--- src/pkg/ssdb_params.svh ---
/*
 * Constants of the suspend source and doorbell register bank.
 * Assumes inclusion by bare name from the pkg folder on the include path.
 */
`ifndef SSDB_PARAMS_SVH
`define SSDB_PARAMS_SVH

// ************************************************************
// Register offsets (byte addresses, word aligned)
// ************************************************************
`define SSDB_OFS_SUSP_SEL    8'h00
`define SSDB_OFS_DB_SET      8'h04
`define SSDB_OFS_DB_CLR      8'h08

// ************************************************************
// Reset values
// ************************************************************
`define SSDB_SUSP_SEL_RST    32'hffffffff
`define SSDB_DB_RST          4'h0

// ************************************************************
// Field positions of the suspend source register
// ************************************************************
`define SSDB_WIDE_TIMER_B    28
`define SSDB_WIDE_TIMER_A    27
`define SSDB_PWM_C           25
`define SSDB_PWM_B           24
`define SSDB_PWM_A           23
`define SSDB_SERIAL_PERIPH_B 22
`define SSDB_SERIAL_PERIPH_A 21
`define SSDB_ASYNC_SERIAL_C  20
`define SSDB_ASYNC_SERIAL_B  19
`define SSDB_ASYNC_SERIAL_A  18
`define SSDB_TWO_WIRE_B      17
`define SSDB_TWO_WIRE_A      16
`define SSDB_USB_CTRL        9
`define SSDB_REALTIME_UNIT   6
`define SSDB_ETHERNET        5
`define SSDB_ENCODER_B       4
`define SSDB_ENCODER_A       3
`define SSDB_CAPTURE_C       2
`define SSDB_CAPTURE_B       1
`define SSDB_CAPTURE_A       0

// Reserved bits of the suspend source register (31-29, 26, 15-10, 8-7)
`define SSDB_SUSP_RSVD_MASK  32'he400fd80

// ************************************************************
// Doorbell layout
// ************************************************************
`define SSDB_DB_BITS         4
`define SSDB_DB_RSVD_BIT     4

`endif

--- src/pkg/ssdb_pkg.sv ---
/*
 * Types of the suspend source and doorbell register bank.
 * Assumes ssdb_params.svh is reachable on the include path.
 */
`include "ssdb_params.svh"

package ssdb_pkg;

   // Peripheral suspend vector, one bit per register position
   typedef logic [31:0] ssdb_word_t;

   // Doorbell bits and their interrupt lines
   typedef logic [`SSDB_DB_BITS-1:0] ssdb_db_t;

   // States of the software-side command sequencer
   typedef enum logic [1:0] {
      SSDB_IDLE = 2'b00,
      SSDB_ISSUE = 2'b01,
      SSDB_WAIT = 2'b11
   } ssdb_state_t;

endpackage

--- src/pkg/ssdb_if.sv ---
/*
 * Carrier between the register bank and the software-side controller.
 * Assumes a single clock shared by both ends; no clocking block.
 */
`timescale 1ns/1ps

interface ssdb_if;
   import ssdb_pkg::*;

   logic [7:0]  addr;   // Byte address
   logic [31:0] wdata;  // Write data
   logic        wr;     // Write strobe, one cycle
   logic        rd;     // Read strobe, one cycle
   logic [31:0] rdata;  // Read data, cycle after rd

   modport bank (
      input  addr,
      input  wdata,
      input  wr,
      input  rd,
      output rdata
   );

   modport ctrl (
      output addr,
      output wdata,
      output wr,
      output rd,
      input  rdata
   );

endinterface

--- src/hw/ssdb_bank.sv ---
/*
 * Register bank: per-peripheral emulation suspend selectors and a
 * four-bit doorbell that drives four interrupt levels.
 * Assumes a master that keeps the plain strobe protocol of ssdb_if and
 * a debug suspend level that is already on the CLK domain.
 * Assumes software keeps the reserved selector bits at one and the
 * reserved doorbell bit at zero; the bank neither checks nor repairs
 * either, so a careless write is stored or dropped as it stands.
 */
`timescale 1ns/1ps

`include "ssdb_params.svh"

module ssdb_bank
   import ssdb_pkg::*;
(
   input  wire logic CLK,
   input  wire logic RSTN,
   ssdb_if.bank      BUS,
   input  wire logic DBG_SUSPEND,
   output logic      WIDE_TIMER_B_SUSP,
   output logic      WIDE_TIMER_A_SUSP,
   output logic      PWM_C_SUSP,
   output logic      PWM_B_SUSP,
   output logic      PWM_A_SUSP,
   output logic      SERIAL_PERIPH_B_SUSP,
   output logic      SERIAL_PERIPH_A_SUSP,
   output logic      ASYNC_SERIAL_C_SUSP,
   output logic      ASYNC_SERIAL_B_SUSP,
   output logic      ASYNC_SERIAL_A_SUSP,
   output logic      TWO_WIRE_B_SUSP,
   output logic      TWO_WIRE_A_SUSP,
   output logic      USB_CTRL_SUSP,
   output logic      REALTIME_UNIT_SUSP,
   output logic      ETHERNET_SUSP,
   output logic      ENCODER_B_SUSP,
   output logic      ENCODER_A_SUSP,
   output logic      CAPTURE_C_SUSP,
   output logic      CAPTURE_B_SUSP,
   output logic      CAPTURE_A_SUSP,
   output ssdb_db_t  DOORBELL_IRQ
);

   // ************************************************************
   // Storage and next values
   // ************************************************************
   // Every register and every output is a flop; the next values are
   // plain wires so each always_ff below stays a single load
   ssdb_word_t susp_sel_reg;
   ssdb_word_t susp_sel_next;
   ssdb_db_t   db_reg;
   ssdb_db_t   db_next;
   ssdb_word_t rdata_reg;
   ssdb_word_t rdata_next;
   ssdb_word_t susp_out_reg;
   ssdb_word_t susp_out_next;
   ssdb_db_t   irq_reg;

   // ************************************************************
   // Address decode
   // ************************************************************
   // Exact eight-bit compare; aliases would hide software bugs
   wire logic  hit_sel;
   wire logic  hit_set;
   wire logic  hit_clr;
   wire logic  wr_sel;
   wire logic  wr_set;
   wire logic  wr_clr;
   ssdb_db_t   set_mask;
   ssdb_db_t   clr_mask;

   assign hit_sel = (BUS.addr == `SSDB_OFS_SUSP_SEL);
   assign hit_set = (BUS.addr == `SSDB_OFS_DB_SET);
   assign hit_clr = (BUS.addr == `SSDB_OFS_DB_CLR);
   assign wr_sel  = BUS.wr & hit_sel;
   assign wr_set  = BUS.wr & hit_set;
   assign wr_clr  = BUS.wr & hit_clr;

   // ************************************************************
   // Suspend selector register
   // ************************************************************
   // All 32 bits store as written; reserved bits keep what software
   // writes back, which should be their ones default
   assign susp_sel_next = wr_sel ? BUS.wdata : susp_sel_reg;

   // A zero selector passes the debug suspend, a one holds it low;
   // reserved positions are gated too but reach no output
   assign susp_out_next = ~susp_sel_reg & {32{DBG_SUSPEND}};

   // ************************************************************
   // Doorbell set/clear
   // ************************************************************
   // Bit 4 upward is ignored on both writes
   // Masks are zero without a write, so an idle cycle holds every bit;
   // two masters hitting one bit at once still leave it set
   assign set_mask = wr_set ? BUS.wdata[`SSDB_DB_BITS-1:0] : `SSDB_DB_RST;
   assign clr_mask = wr_clr ? BUS.wdata[`SSDB_DB_BITS-1:0] : `SSDB_DB_RST;
   // Clear first, then set, so a set in the same cycle survives
   assign db_next = (db_reg & ~clr_mask) | set_mask;

   // ************************************************************
   // Read mux
   // ************************************************************
   // Clear register reads as zero; unmapped addresses read zero
   // Zero outside a read keeps the data lines quiet, so the master can
   // take the word without qualifying it beyond its own read strobe
   assign rdata_next = !BUS.rd  ? 32'h00000000 :
                       hit_sel  ? susp_sel_reg :
                       hit_set  ? {28'h0000000, db_reg} :
                                  32'h00000000;

   // Selector storage; reserved bits reset to one like the fields,
   // and stay there only while software writes those ones back
   always_ff @(posedge CLK) begin
      if (!RSTN) begin
         susp_sel_reg <= `SSDB_SUSP_SEL_RST;
      end else begin
         susp_sel_reg <= susp_sel_next;
      end
   end

   // Doorbell bits; the stored state is what software reads as
   // status and what the interrupt flop mirrors
   always_ff @(posedge CLK) begin
      if (!RSTN) begin
         db_reg <= `SSDB_DB_RST;
      end else begin
         db_reg <= db_next;
      end
   end

   // Read data flop; it holds zero outside the cycle after a read
   // so a stale word can never be mistaken for an answer
   always_ff @(posedge CLK) begin
      if (!RSTN) begin
         rdata_reg <= 32'h00000000;
      end else begin
         rdata_reg <= rdata_next;
      end
   end

   // Suspend outputs; one cycle behind the selector and the debug
   // level, which keeps the fan-out free of decode glitches
   always_ff @(posedge CLK) begin
      if (!RSTN) begin
         susp_out_reg <= 32'h00000000;
      end else begin
         susp_out_reg <= susp_out_next;
      end
   end

   // Interrupt levels; loaded from the same next value as the bits
   // so a line drops in the very cycle its bit is cleared
   always_ff @(posedge CLK) begin
      if (!RSTN) begin
         irq_reg <= `SSDB_DB_RST;
      end else begin
         irq_reg <= db_next;
      end
   end

   // ************************************************************
   // Outputs
   // ************************************************************
   // Interrupt flop loads the same next value as the bit, so the level
   // tracks the stored bit cycle for cycle
   assign DOORBELL_IRQ = irq_reg;
   assign BUS.rdata    = rdata_reg;

   // Selector positions fan out to peripherals
   // Each output is one bit of the suspend flop, so a peripheral never
   // sees a combinational path from the bus
   assign WIDE_TIMER_B_SUSP    = susp_out_reg[`SSDB_WIDE_TIMER_B];
   assign WIDE_TIMER_A_SUSP    = susp_out_reg[`SSDB_WIDE_TIMER_A];
   assign PWM_C_SUSP           = susp_out_reg[`SSDB_PWM_C];
   assign PWM_B_SUSP           = susp_out_reg[`SSDB_PWM_B];
   assign PWM_A_SUSP           = susp_out_reg[`SSDB_PWM_A];
   assign SERIAL_PERIPH_B_SUSP = susp_out_reg[`SSDB_SERIAL_PERIPH_B];
   assign SERIAL_PERIPH_A_SUSP = susp_out_reg[`SSDB_SERIAL_PERIPH_A];
   assign ASYNC_SERIAL_C_SUSP  = susp_out_reg[`SSDB_ASYNC_SERIAL_C];
   assign ASYNC_SERIAL_B_SUSP  = susp_out_reg[`SSDB_ASYNC_SERIAL_B];
   assign ASYNC_SERIAL_A_SUSP  = susp_out_reg[`SSDB_ASYNC_SERIAL_A];
   assign TWO_WIRE_B_SUSP      = susp_out_reg[`SSDB_TWO_WIRE_B];
   assign TWO_WIRE_A_SUSP      = susp_out_reg[`SSDB_TWO_WIRE_A];
   assign USB_CTRL_SUSP        = susp_out_reg[`SSDB_USB_CTRL];
   assign REALTIME_UNIT_SUSP   = susp_out_reg[`SSDB_REALTIME_UNIT];
   assign ETHERNET_SUSP        = susp_out_reg[`SSDB_ETHERNET];
   assign ENCODER_B_SUSP       = susp_out_reg[`SSDB_ENCODER_B];
   assign ENCODER_A_SUSP       = susp_out_reg[`SSDB_ENCODER_A];
   assign CAPTURE_C_SUSP       = susp_out_reg[`SSDB_CAPTURE_C];
   assign CAPTURE_B_SUSP       = susp_out_reg[`SSDB_CAPTURE_B];
   assign CAPTURE_A_SUSP       = susp_out_reg[`SSDB_CAPTURE_A];

endmodule

--- src/flat_wrapper.sv ---
// flat-port wrapper written by rule: the top's interface ports become plain ports
module ssdb_bank_flat import ssdb_pkg::*;
  (CLK, RSTN, DBG_SUSPEND, WIDE_TIMER_B_SUSP, WIDE_TIMER_A_SUSP, PWM_C_SUSP, PWM_B_SUSP, PWM_A_SUSP, SERIAL_PERIPH_B_SUSP, SERIAL_PERIPH_A_SUSP, ASYNC_SERIAL_C_SUSP, ASYNC_SERIAL_B_SUSP, ASYNC_SERIAL_A_SUSP, TWO_WIRE_B_SUSP, TWO_WIRE_A_SUSP, USB_CTRL_SUSP, REALTIME_UNIT_SUSP, ETHERNET_SUSP, ENCODER_B_SUSP, ENCODER_A_SUSP, CAPTURE_C_SUSP, CAPTURE_B_SUSP, CAPTURE_A_SUSP, DOORBELL_IRQ, BUS_addr, BUS_wdata, BUS_wr, BUS_rd, BUS_rdata);
  ssdb_if BUS_i ();
  input  wire logic CLK;
  input  wire logic RSTN;
  input  wire logic DBG_SUSPEND;
  output logic WIDE_TIMER_B_SUSP;
  output logic WIDE_TIMER_A_SUSP;
  output logic PWM_C_SUSP;
  output logic PWM_B_SUSP;
  output logic PWM_A_SUSP;
  output logic SERIAL_PERIPH_B_SUSP;
  output logic SERIAL_PERIPH_A_SUSP;
  output logic ASYNC_SERIAL_C_SUSP;
  output logic ASYNC_SERIAL_B_SUSP;
  output logic ASYNC_SERIAL_A_SUSP;
  output logic TWO_WIRE_B_SUSP;
  output logic TWO_WIRE_A_SUSP;
  output logic USB_CTRL_SUSP;
  output logic REALTIME_UNIT_SUSP;
  output logic ETHERNET_SUSP;
  output logic ENCODER_B_SUSP;
  output logic ENCODER_A_SUSP;
  output logic CAPTURE_C_SUSP;
  output logic CAPTURE_B_SUSP;
  output logic CAPTURE_A_SUSP;
  output ssdb_db_t DOORBELL_IRQ;
  input wire logic [$bits(BUS_i.addr)-1:0] BUS_addr;
  input wire logic [$bits(BUS_i.wdata)-1:0] BUS_wdata;
  input wire logic [$bits(BUS_i.wr)-1:0] BUS_wr;
  input wire logic [$bits(BUS_i.rd)-1:0] BUS_rd;
  output wire logic [$bits(BUS_i.rdata)-1:0] BUS_rdata;
  assign BUS_i.addr = BUS_addr;
  assign BUS_i.wdata = BUS_wdata;
  assign BUS_i.wr = BUS_wr;
  assign BUS_i.rd = BUS_rd;
  assign BUS_rdata = BUS_i.rdata;
  ssdb_bank u_core (.CLK(CLK), .RSTN(RSTN), .BUS(BUS_i), .DBG_SUSPEND(DBG_SUSPEND), .WIDE_TIMER_B_SUSP(WIDE_TIMER_B_SUSP), .WIDE_TIMER_A_SUSP(WIDE_TIMER_A_SUSP), .PWM_C_SUSP(PWM_C_SUSP), .PWM_B_SUSP(PWM_B_SUSP), .PWM_A_SUSP(PWM_A_SUSP), .SERIAL_PERIPH_B_SUSP(SERIAL_PERIPH_B_SUSP), .SERIAL_PERIPH_A_SUSP(SERIAL_PERIPH_A_SUSP), .ASYNC_SERIAL_C_SUSP(ASYNC_SERIAL_C_SUSP), .ASYNC_SERIAL_B_SUSP(ASYNC_SERIAL_B_SUSP), .ASYNC_SERIAL_A_SUSP(ASYNC_SERIAL_A_SUSP), .TWO_WIRE_B_SUSP(TWO_WIRE_B_SUSP), .TWO_WIRE_A_SUSP(TWO_WIRE_A_SUSP), .USB_CTRL_SUSP(USB_CTRL_SUSP), .REALTIME_UNIT_SUSP(REALTIME_UNIT_SUSP), .ETHERNET_SUSP(ETHERNET_SUSP), .ENCODER_B_SUSP(ENCODER_B_SUSP), .ENCODER_A_SUSP(ENCODER_A_SUSP), .CAPTURE_C_SUSP(CAPTURE_C_SUSP), .CAPTURE_B_SUSP(CAPTURE_B_SUSP), .CAPTURE_A_SUSP(CAPTURE_A_SUSP), .DOORBELL_IRQ(DOORBELL_IRQ));
endmodule
--- config.mk ---
export PLATFORM = sky130hd
export DESIGN_NAME = ssdb_bank_flat
export DESIGN_NICKNAME = d
export VERILOG_FILES = /design/src/pkg/ssdb_pkg.sv /design/src/pkg/ssdb_if.sv /design/src/hw/ssdb_bank.sv /design/src/flat_wrapper.sv
export VERILOG_INCLUDE_DIRS = /design/src /design/src/pkg
export SDC_FILE = /design/constraint.sdc
export NUM_CORES = 1
export LEC_CHECK = 0
export BUFFER_PORTS_ARGS = -buffer_cell sky130_fd_sc_hd__buf_2
export CORE_ASPECT_RATIO = 2
export CORE_UTILIZATION = 40
export CTS_CLUSTER_SIZE = 16
export DETAILED_ROUTE_END_ITERATION = 8
export PLACE_DENSITY = 0.69
export SLEW_MARGIN = 20
export SYNTH_ARGS = -nofsm -noshare
export SYNTH_HDL_FRONTEND = slang
export SYNTH_SLANG_ARGS = --single-unit
--- constraint.sdc ---
create_clock -name CLK -period 5.7 [get_ports CLK]
set_clock_uncertainty 0.1 [all_clocks]
set_input_delay 1.71 -clock CLK [delete_from_list [all_inputs] [get_ports CLK]]
set_output_delay 1.71 -clock CLK [all_outputs]
set_load 0.02 [all_outputs]
* Yosys cells after proc, flatten, opt, wreduce, memory -nomap -nowiden
Cells that the tools add are included.
** Storage, ports and cells
- Bits in latches :: 0
- Output and inout bits :: 56
- Memories :: 0
- ROM bits :: 0
- RAM bits :: 0
- Register bits after elaboration :: 97
- Input port bits :: 45
** Cells by class
- Bitwise gates (word level) :: 8
- Magnitude comparators :: 0
- Mux-type cells :: 4
- Equal/unequal tests :: 2
- $mul :: 0
- Divide/modulo/power cells :: 0
- Add/subtract/negate cells :: 0
- Shifts and indexed selects :: 0
- Reductions and logical operators :: 2
** Operators with widths (count)
- $mux W32 :: 1
- $and A29 B29 Y29 :: 1
- $not A29 Y29 :: 1
- $mux W4 :: 3
- $eq A8 B3 Y1 const B :: 1
- $eq A8 B4 Y1 const B :: 1
- $logic_not A8 Y1 :: 1
- $and A4 B4 Y4 :: 1
- $not A4 Y4 :: 1
- $or A4 B4 Y4 :: 1
- $and A1 B1 Y1 :: 3
- $reduce_and A2 Y1 :: 1

* Depth between registers and ports, before layout
- Word-level depth :: 6
- Depth in mapped cells :: 6
- Depth with buffers taken out :: 3

* Worst setup path before layout
No wires, ideal clock.
- Path type :: in2reg
- From :: in BUS_addr[1]
- To :: reg u_core.susp_sel_reg[10]
- Required time :: 5.463 ns
- Path slack :: 2.670 ns
- Buffers on the path :: 2
- Stages on the path :: 5
- Data arrival time :: 2.793 ns
- Path through :: or4_4 buf_6 buf_8 o31ai_1 nand3_1
** On the way
- Cells in the longest elaborated chain, start to end :: 2
** RTL lines
- from (decl) :: line flat_wrapper.sv:29 : input wire logic [$bits(BUS_i.addr)-1:0] BUS_addr;
- $logic_not A8 Y1 (no source line)
- $and A1 B1 Y1 :: line ssdb_bank.sv:75 : assign wr_sel = BUS.wr & hit_sel;
- to (signal assigned) :: line ssdb_bank.sv:116 : susp_sel_reg <= `SSDB_SUSP_SEL_RST;
- to (signal assigned) :: line ssdb_bank.sv:118 : susp_sel_reg <= susp_sel_next;
- to (decl) :: line ssdb_bank.sv:49 : ssdb_word_t susp_sel_reg;
No other way between the ends.
A chain may end at the register's enable or synchronous reset.

* Final worst setup path
- From :: in RSTN
- To :: reg u_core.rdata_reg[29], in the netlist u_core.BUS.rdata[29]
** On the way
- Cells in the longest elaborated chain, start to end :: 1
** RTL lines
- from (decl) :: line flat_wrapper.sv:6 : input wire logic RSTN;
- $reduce_and A2 Y1 (no source line)
- to (signal assigned) :: line ssdb_bank.sv:138 : rdata_reg <= rdata_next;
- to (decl) :: line ssdb_bank.sv:53 : ssdb_word_t rdata_reg;
No other way between the ends.

==> summary.md <==
| Metric | Value |
|---|---|
| Crit path cell chain | `buf_2 -> nor4b_1 -> and4b_1 -> and2_1` |
| Vias in the first global route | `2,300` |
| Multi-input gate area | `1110 µm²` |
| I/O Buffers | `100` |
| Critical Path RT | `5870 ps` |
| Resized Gates After CTS | `0` |
| H-tree depth | `3` |
| Worst-path fanout max | `39` |
| Post-DRT Antenna Nets | `0` |
| Clock Path Buffers | `2` |
| Yosys reg bits | `88` |
| CTS Buf Count | `9` |
| Post-synthesis cell type count | `27` |
| Final Util | `51.8%` |
| Top cells by area, synth | `dfxtp_1 (58%), o31ai_1 (7.9%), nand4_1 (7.4%)` |
| Die height | `125 µm` |
| FILL cells | `685` |
| CTS Hold Bufs | `0` |
| WP data arrival | `3650 ps` |
| YS warnings | `0` |
| Initial antenna violation count | `0` |
| Worst Setup Start Kind | `input pin` |
| Worst-Skew Late Latency | `330 ps` |
| Post-synth EDFFs | `0` |
| Power Dens Cells | `326 nW/µm²` |
| Crit end category | `register` |
| Maximum vdd drop | `0.159 mV` |
| Post-Synthesis Cells | `298` |
| Kind of critical path | `input pin to register` |
| Chip width | `63.6 µm` |
| Routed len/inst | `15.5 µm` |
| Tot GR Track Use | `19.4%` |
| Layout cells sized above 1 | `31.8%` |
| Tmin final | `3480 ps` |
| CP delay by family, top | `simple AND/OR/NAND/NOR gates` |
| Sum Neg Setup Slack | `0 ps` |
| Post-detail-place hpwl | `5030 µm` |
| Largest net degree at the start of global routing | `43` |
| Leakage | `1.63 nW` |
| Setup Viol. Count Final | `0` |
| Row cnt | `44` |
| Via count | `2,533` |
| Syn Nets | `343` |
| Most frequent cells after synthesis | `dfxtp_1 (88), nand4_1 (36), nand3_1 (33), o31ai_1 (32), and2_1 (28)` |
| Global placement routability congestion | `0.781` |
| Pre-antenna DRT Iters | `4` |
| Ys flop type | `dfxtp_1` |
| Bufs and invs on worst path | `1` |
| IO Count | `101` |
| Slew Viols, Final | `0` |
| Max Cap Viol | `0` |
| Global-route wire length before repair | `11,500 µm` |
| DRC Markers | `0` |
| Final net count | `423` |
| Core area | `7320 µm²` |
| Area leader, netlist | `dfxtp_1` |
| Fin crit share | `61.0%` |
| CTS clk-pin slew, worst paths | `60 ps` |
| Yosys top cell area share | `58.0%` |
| Hold Path Class | `register to register` |
| Total Wirelength | `7340 µm` |
| Relative slew margins | `48.0%` |
| DIE AREA | `7960 µm²` |
| Ant diodes | `0` |
| Average cell area after synthesis | `10.2 µm²` |
| Outcome | `finished, final reports clean` |
| Cell with the most instances after synthesis | `dfxtp_1` |
| Async set-reset flop share out of synthesis | `0%` |
| CTS tree | `done` |
| Synthesized cell area | `3040 µm²` |
| Initial Utilization | `41.5%` |
| Flip-flop and latch area | `1760 µm²` |
| Max incr delay on CP | `770 ps` |
| Vias/cell | `5.36` |
| DRT iter0 DRCs | `164` |
| Worst slew pin tran | `779 ps` |
| Area Growth Syn to Fin | `24.9%` |
| Post-CTS Setup Bufs | `0` |
| RSZ-0062 raised after global routing | `no` |
| Max Fclk | `288 MHz` |
| Register area share after synthesis | `58.0%` |
| Design Power | `1.23 mW` |
| Crit-path slowest cell | `and4b_1` |
| Final Hold Violating Endpoints | `0` |
| Sink Count | `88` |
| Grt ovf | `0` |
| Root Driver | `clkbuf_16` |
stage by stage:
step / hold WS, ps / instance area, µm² / std cells / setup slack [ps]
global route: 359 / 3790 / 473 / 2010
global placement: 318 / 3500 / 459 / 1950
detailed placement: 323 / 3500 / 459 / 1850
finish: 330 / 3790 / 473 / 2220
floorplan: 307 / 3040 / 298 / 2670
CTS: 333 / 3780 / 473 / 2180
final cells by class:
class,count,share of cell area [%]
Multi-Input combinational cell,177,29.3
Sequential cell,88,46.5
Clock inverter,3,1.16
Timing Repair Buffer,102,13.6
Clock buffer,11,6.40
Tap cell,92,3.04
path summary, 6_finish.rpt:
path | slack (ps) | to | depth (start not counted) | startpoint
worst max-delay path | 2220 | u_core.BUS.rdata[29] | 4 | RSTN
worst min-delay path | 330 | u_core.susp_out_reg[27] | 1 | u_core.susp_sel_reg[27]
worst max register to register | 4890 | u_core.BUS.rdata[3] | 2 | u_core.db_reg[3]
worst min register to register | 330 | u_core.susp_out_reg[27] | 1 | u_core.susp_sel_reg[27]
worst register-to-register path: cells and delay by family, from the launching register on:
family,cells,cell delay (ps)
multiplexers,1,210
AND/OR/NAND/NOR,1,60
flip-flops,1,320
placed cells by master, fill, tap and decap left out, drive strengths merged:
cell / netlist / final
and3b: 1 / 1
or4: 1 / 1
nor4: 1 / 1
nor3b: 1 / 1
or3b: 1 / 1
and3: 3 / 3
o31ai: 32 / 32
and2: 28 / 28
clkbuf: 13 / 11
and4: 1 / 1
o21ai: 1 / 1
clkinv: 0 / 2
or2: 1 / 1
nor4b: 1 / 1
dfxtp: 88 / 88
nor2: 25 / 25
buf: 20 / 102
a32o: 3 / 3
mux2i: 4 / 4
bufinv: 0 / 1
and4b: 1 / 1
nand3: 33 / 33
nor2b: 1 / 1
nand4: 36 / 36
nand2: 2 / 2
cells by family after synthesis:
group           share of synthesized area (%)
compound gates                           9.07
simple gates                             25.5
buf+inv                                  6.06
mux                                      1.32
flops                                    58.0
power breakdown:
group / internal [mW] / switching [mW] / total (mW) / leakage, nW
Combinational: 0.0167 / 0.0367 / 0.0534 / 0.774
Sequential: 0.616 / 0.000479 / 0.616 / 0.710
Clock: 0.346 / 0.219 / 0.565 / 0.141
Total: 0.979 / 0.256 / 1.23 / 1.63
layer usage:
layer	track usage (%)	share of wire (%)	vias up
met2	33.9	55	101
met5	0	0	-
met1	20.8	36	1184
li1	-	-	1227
met4	11.8	4.1	0
met3	3.83	4.8	21
Note: power is estimated with default switching activity, not from simulation.
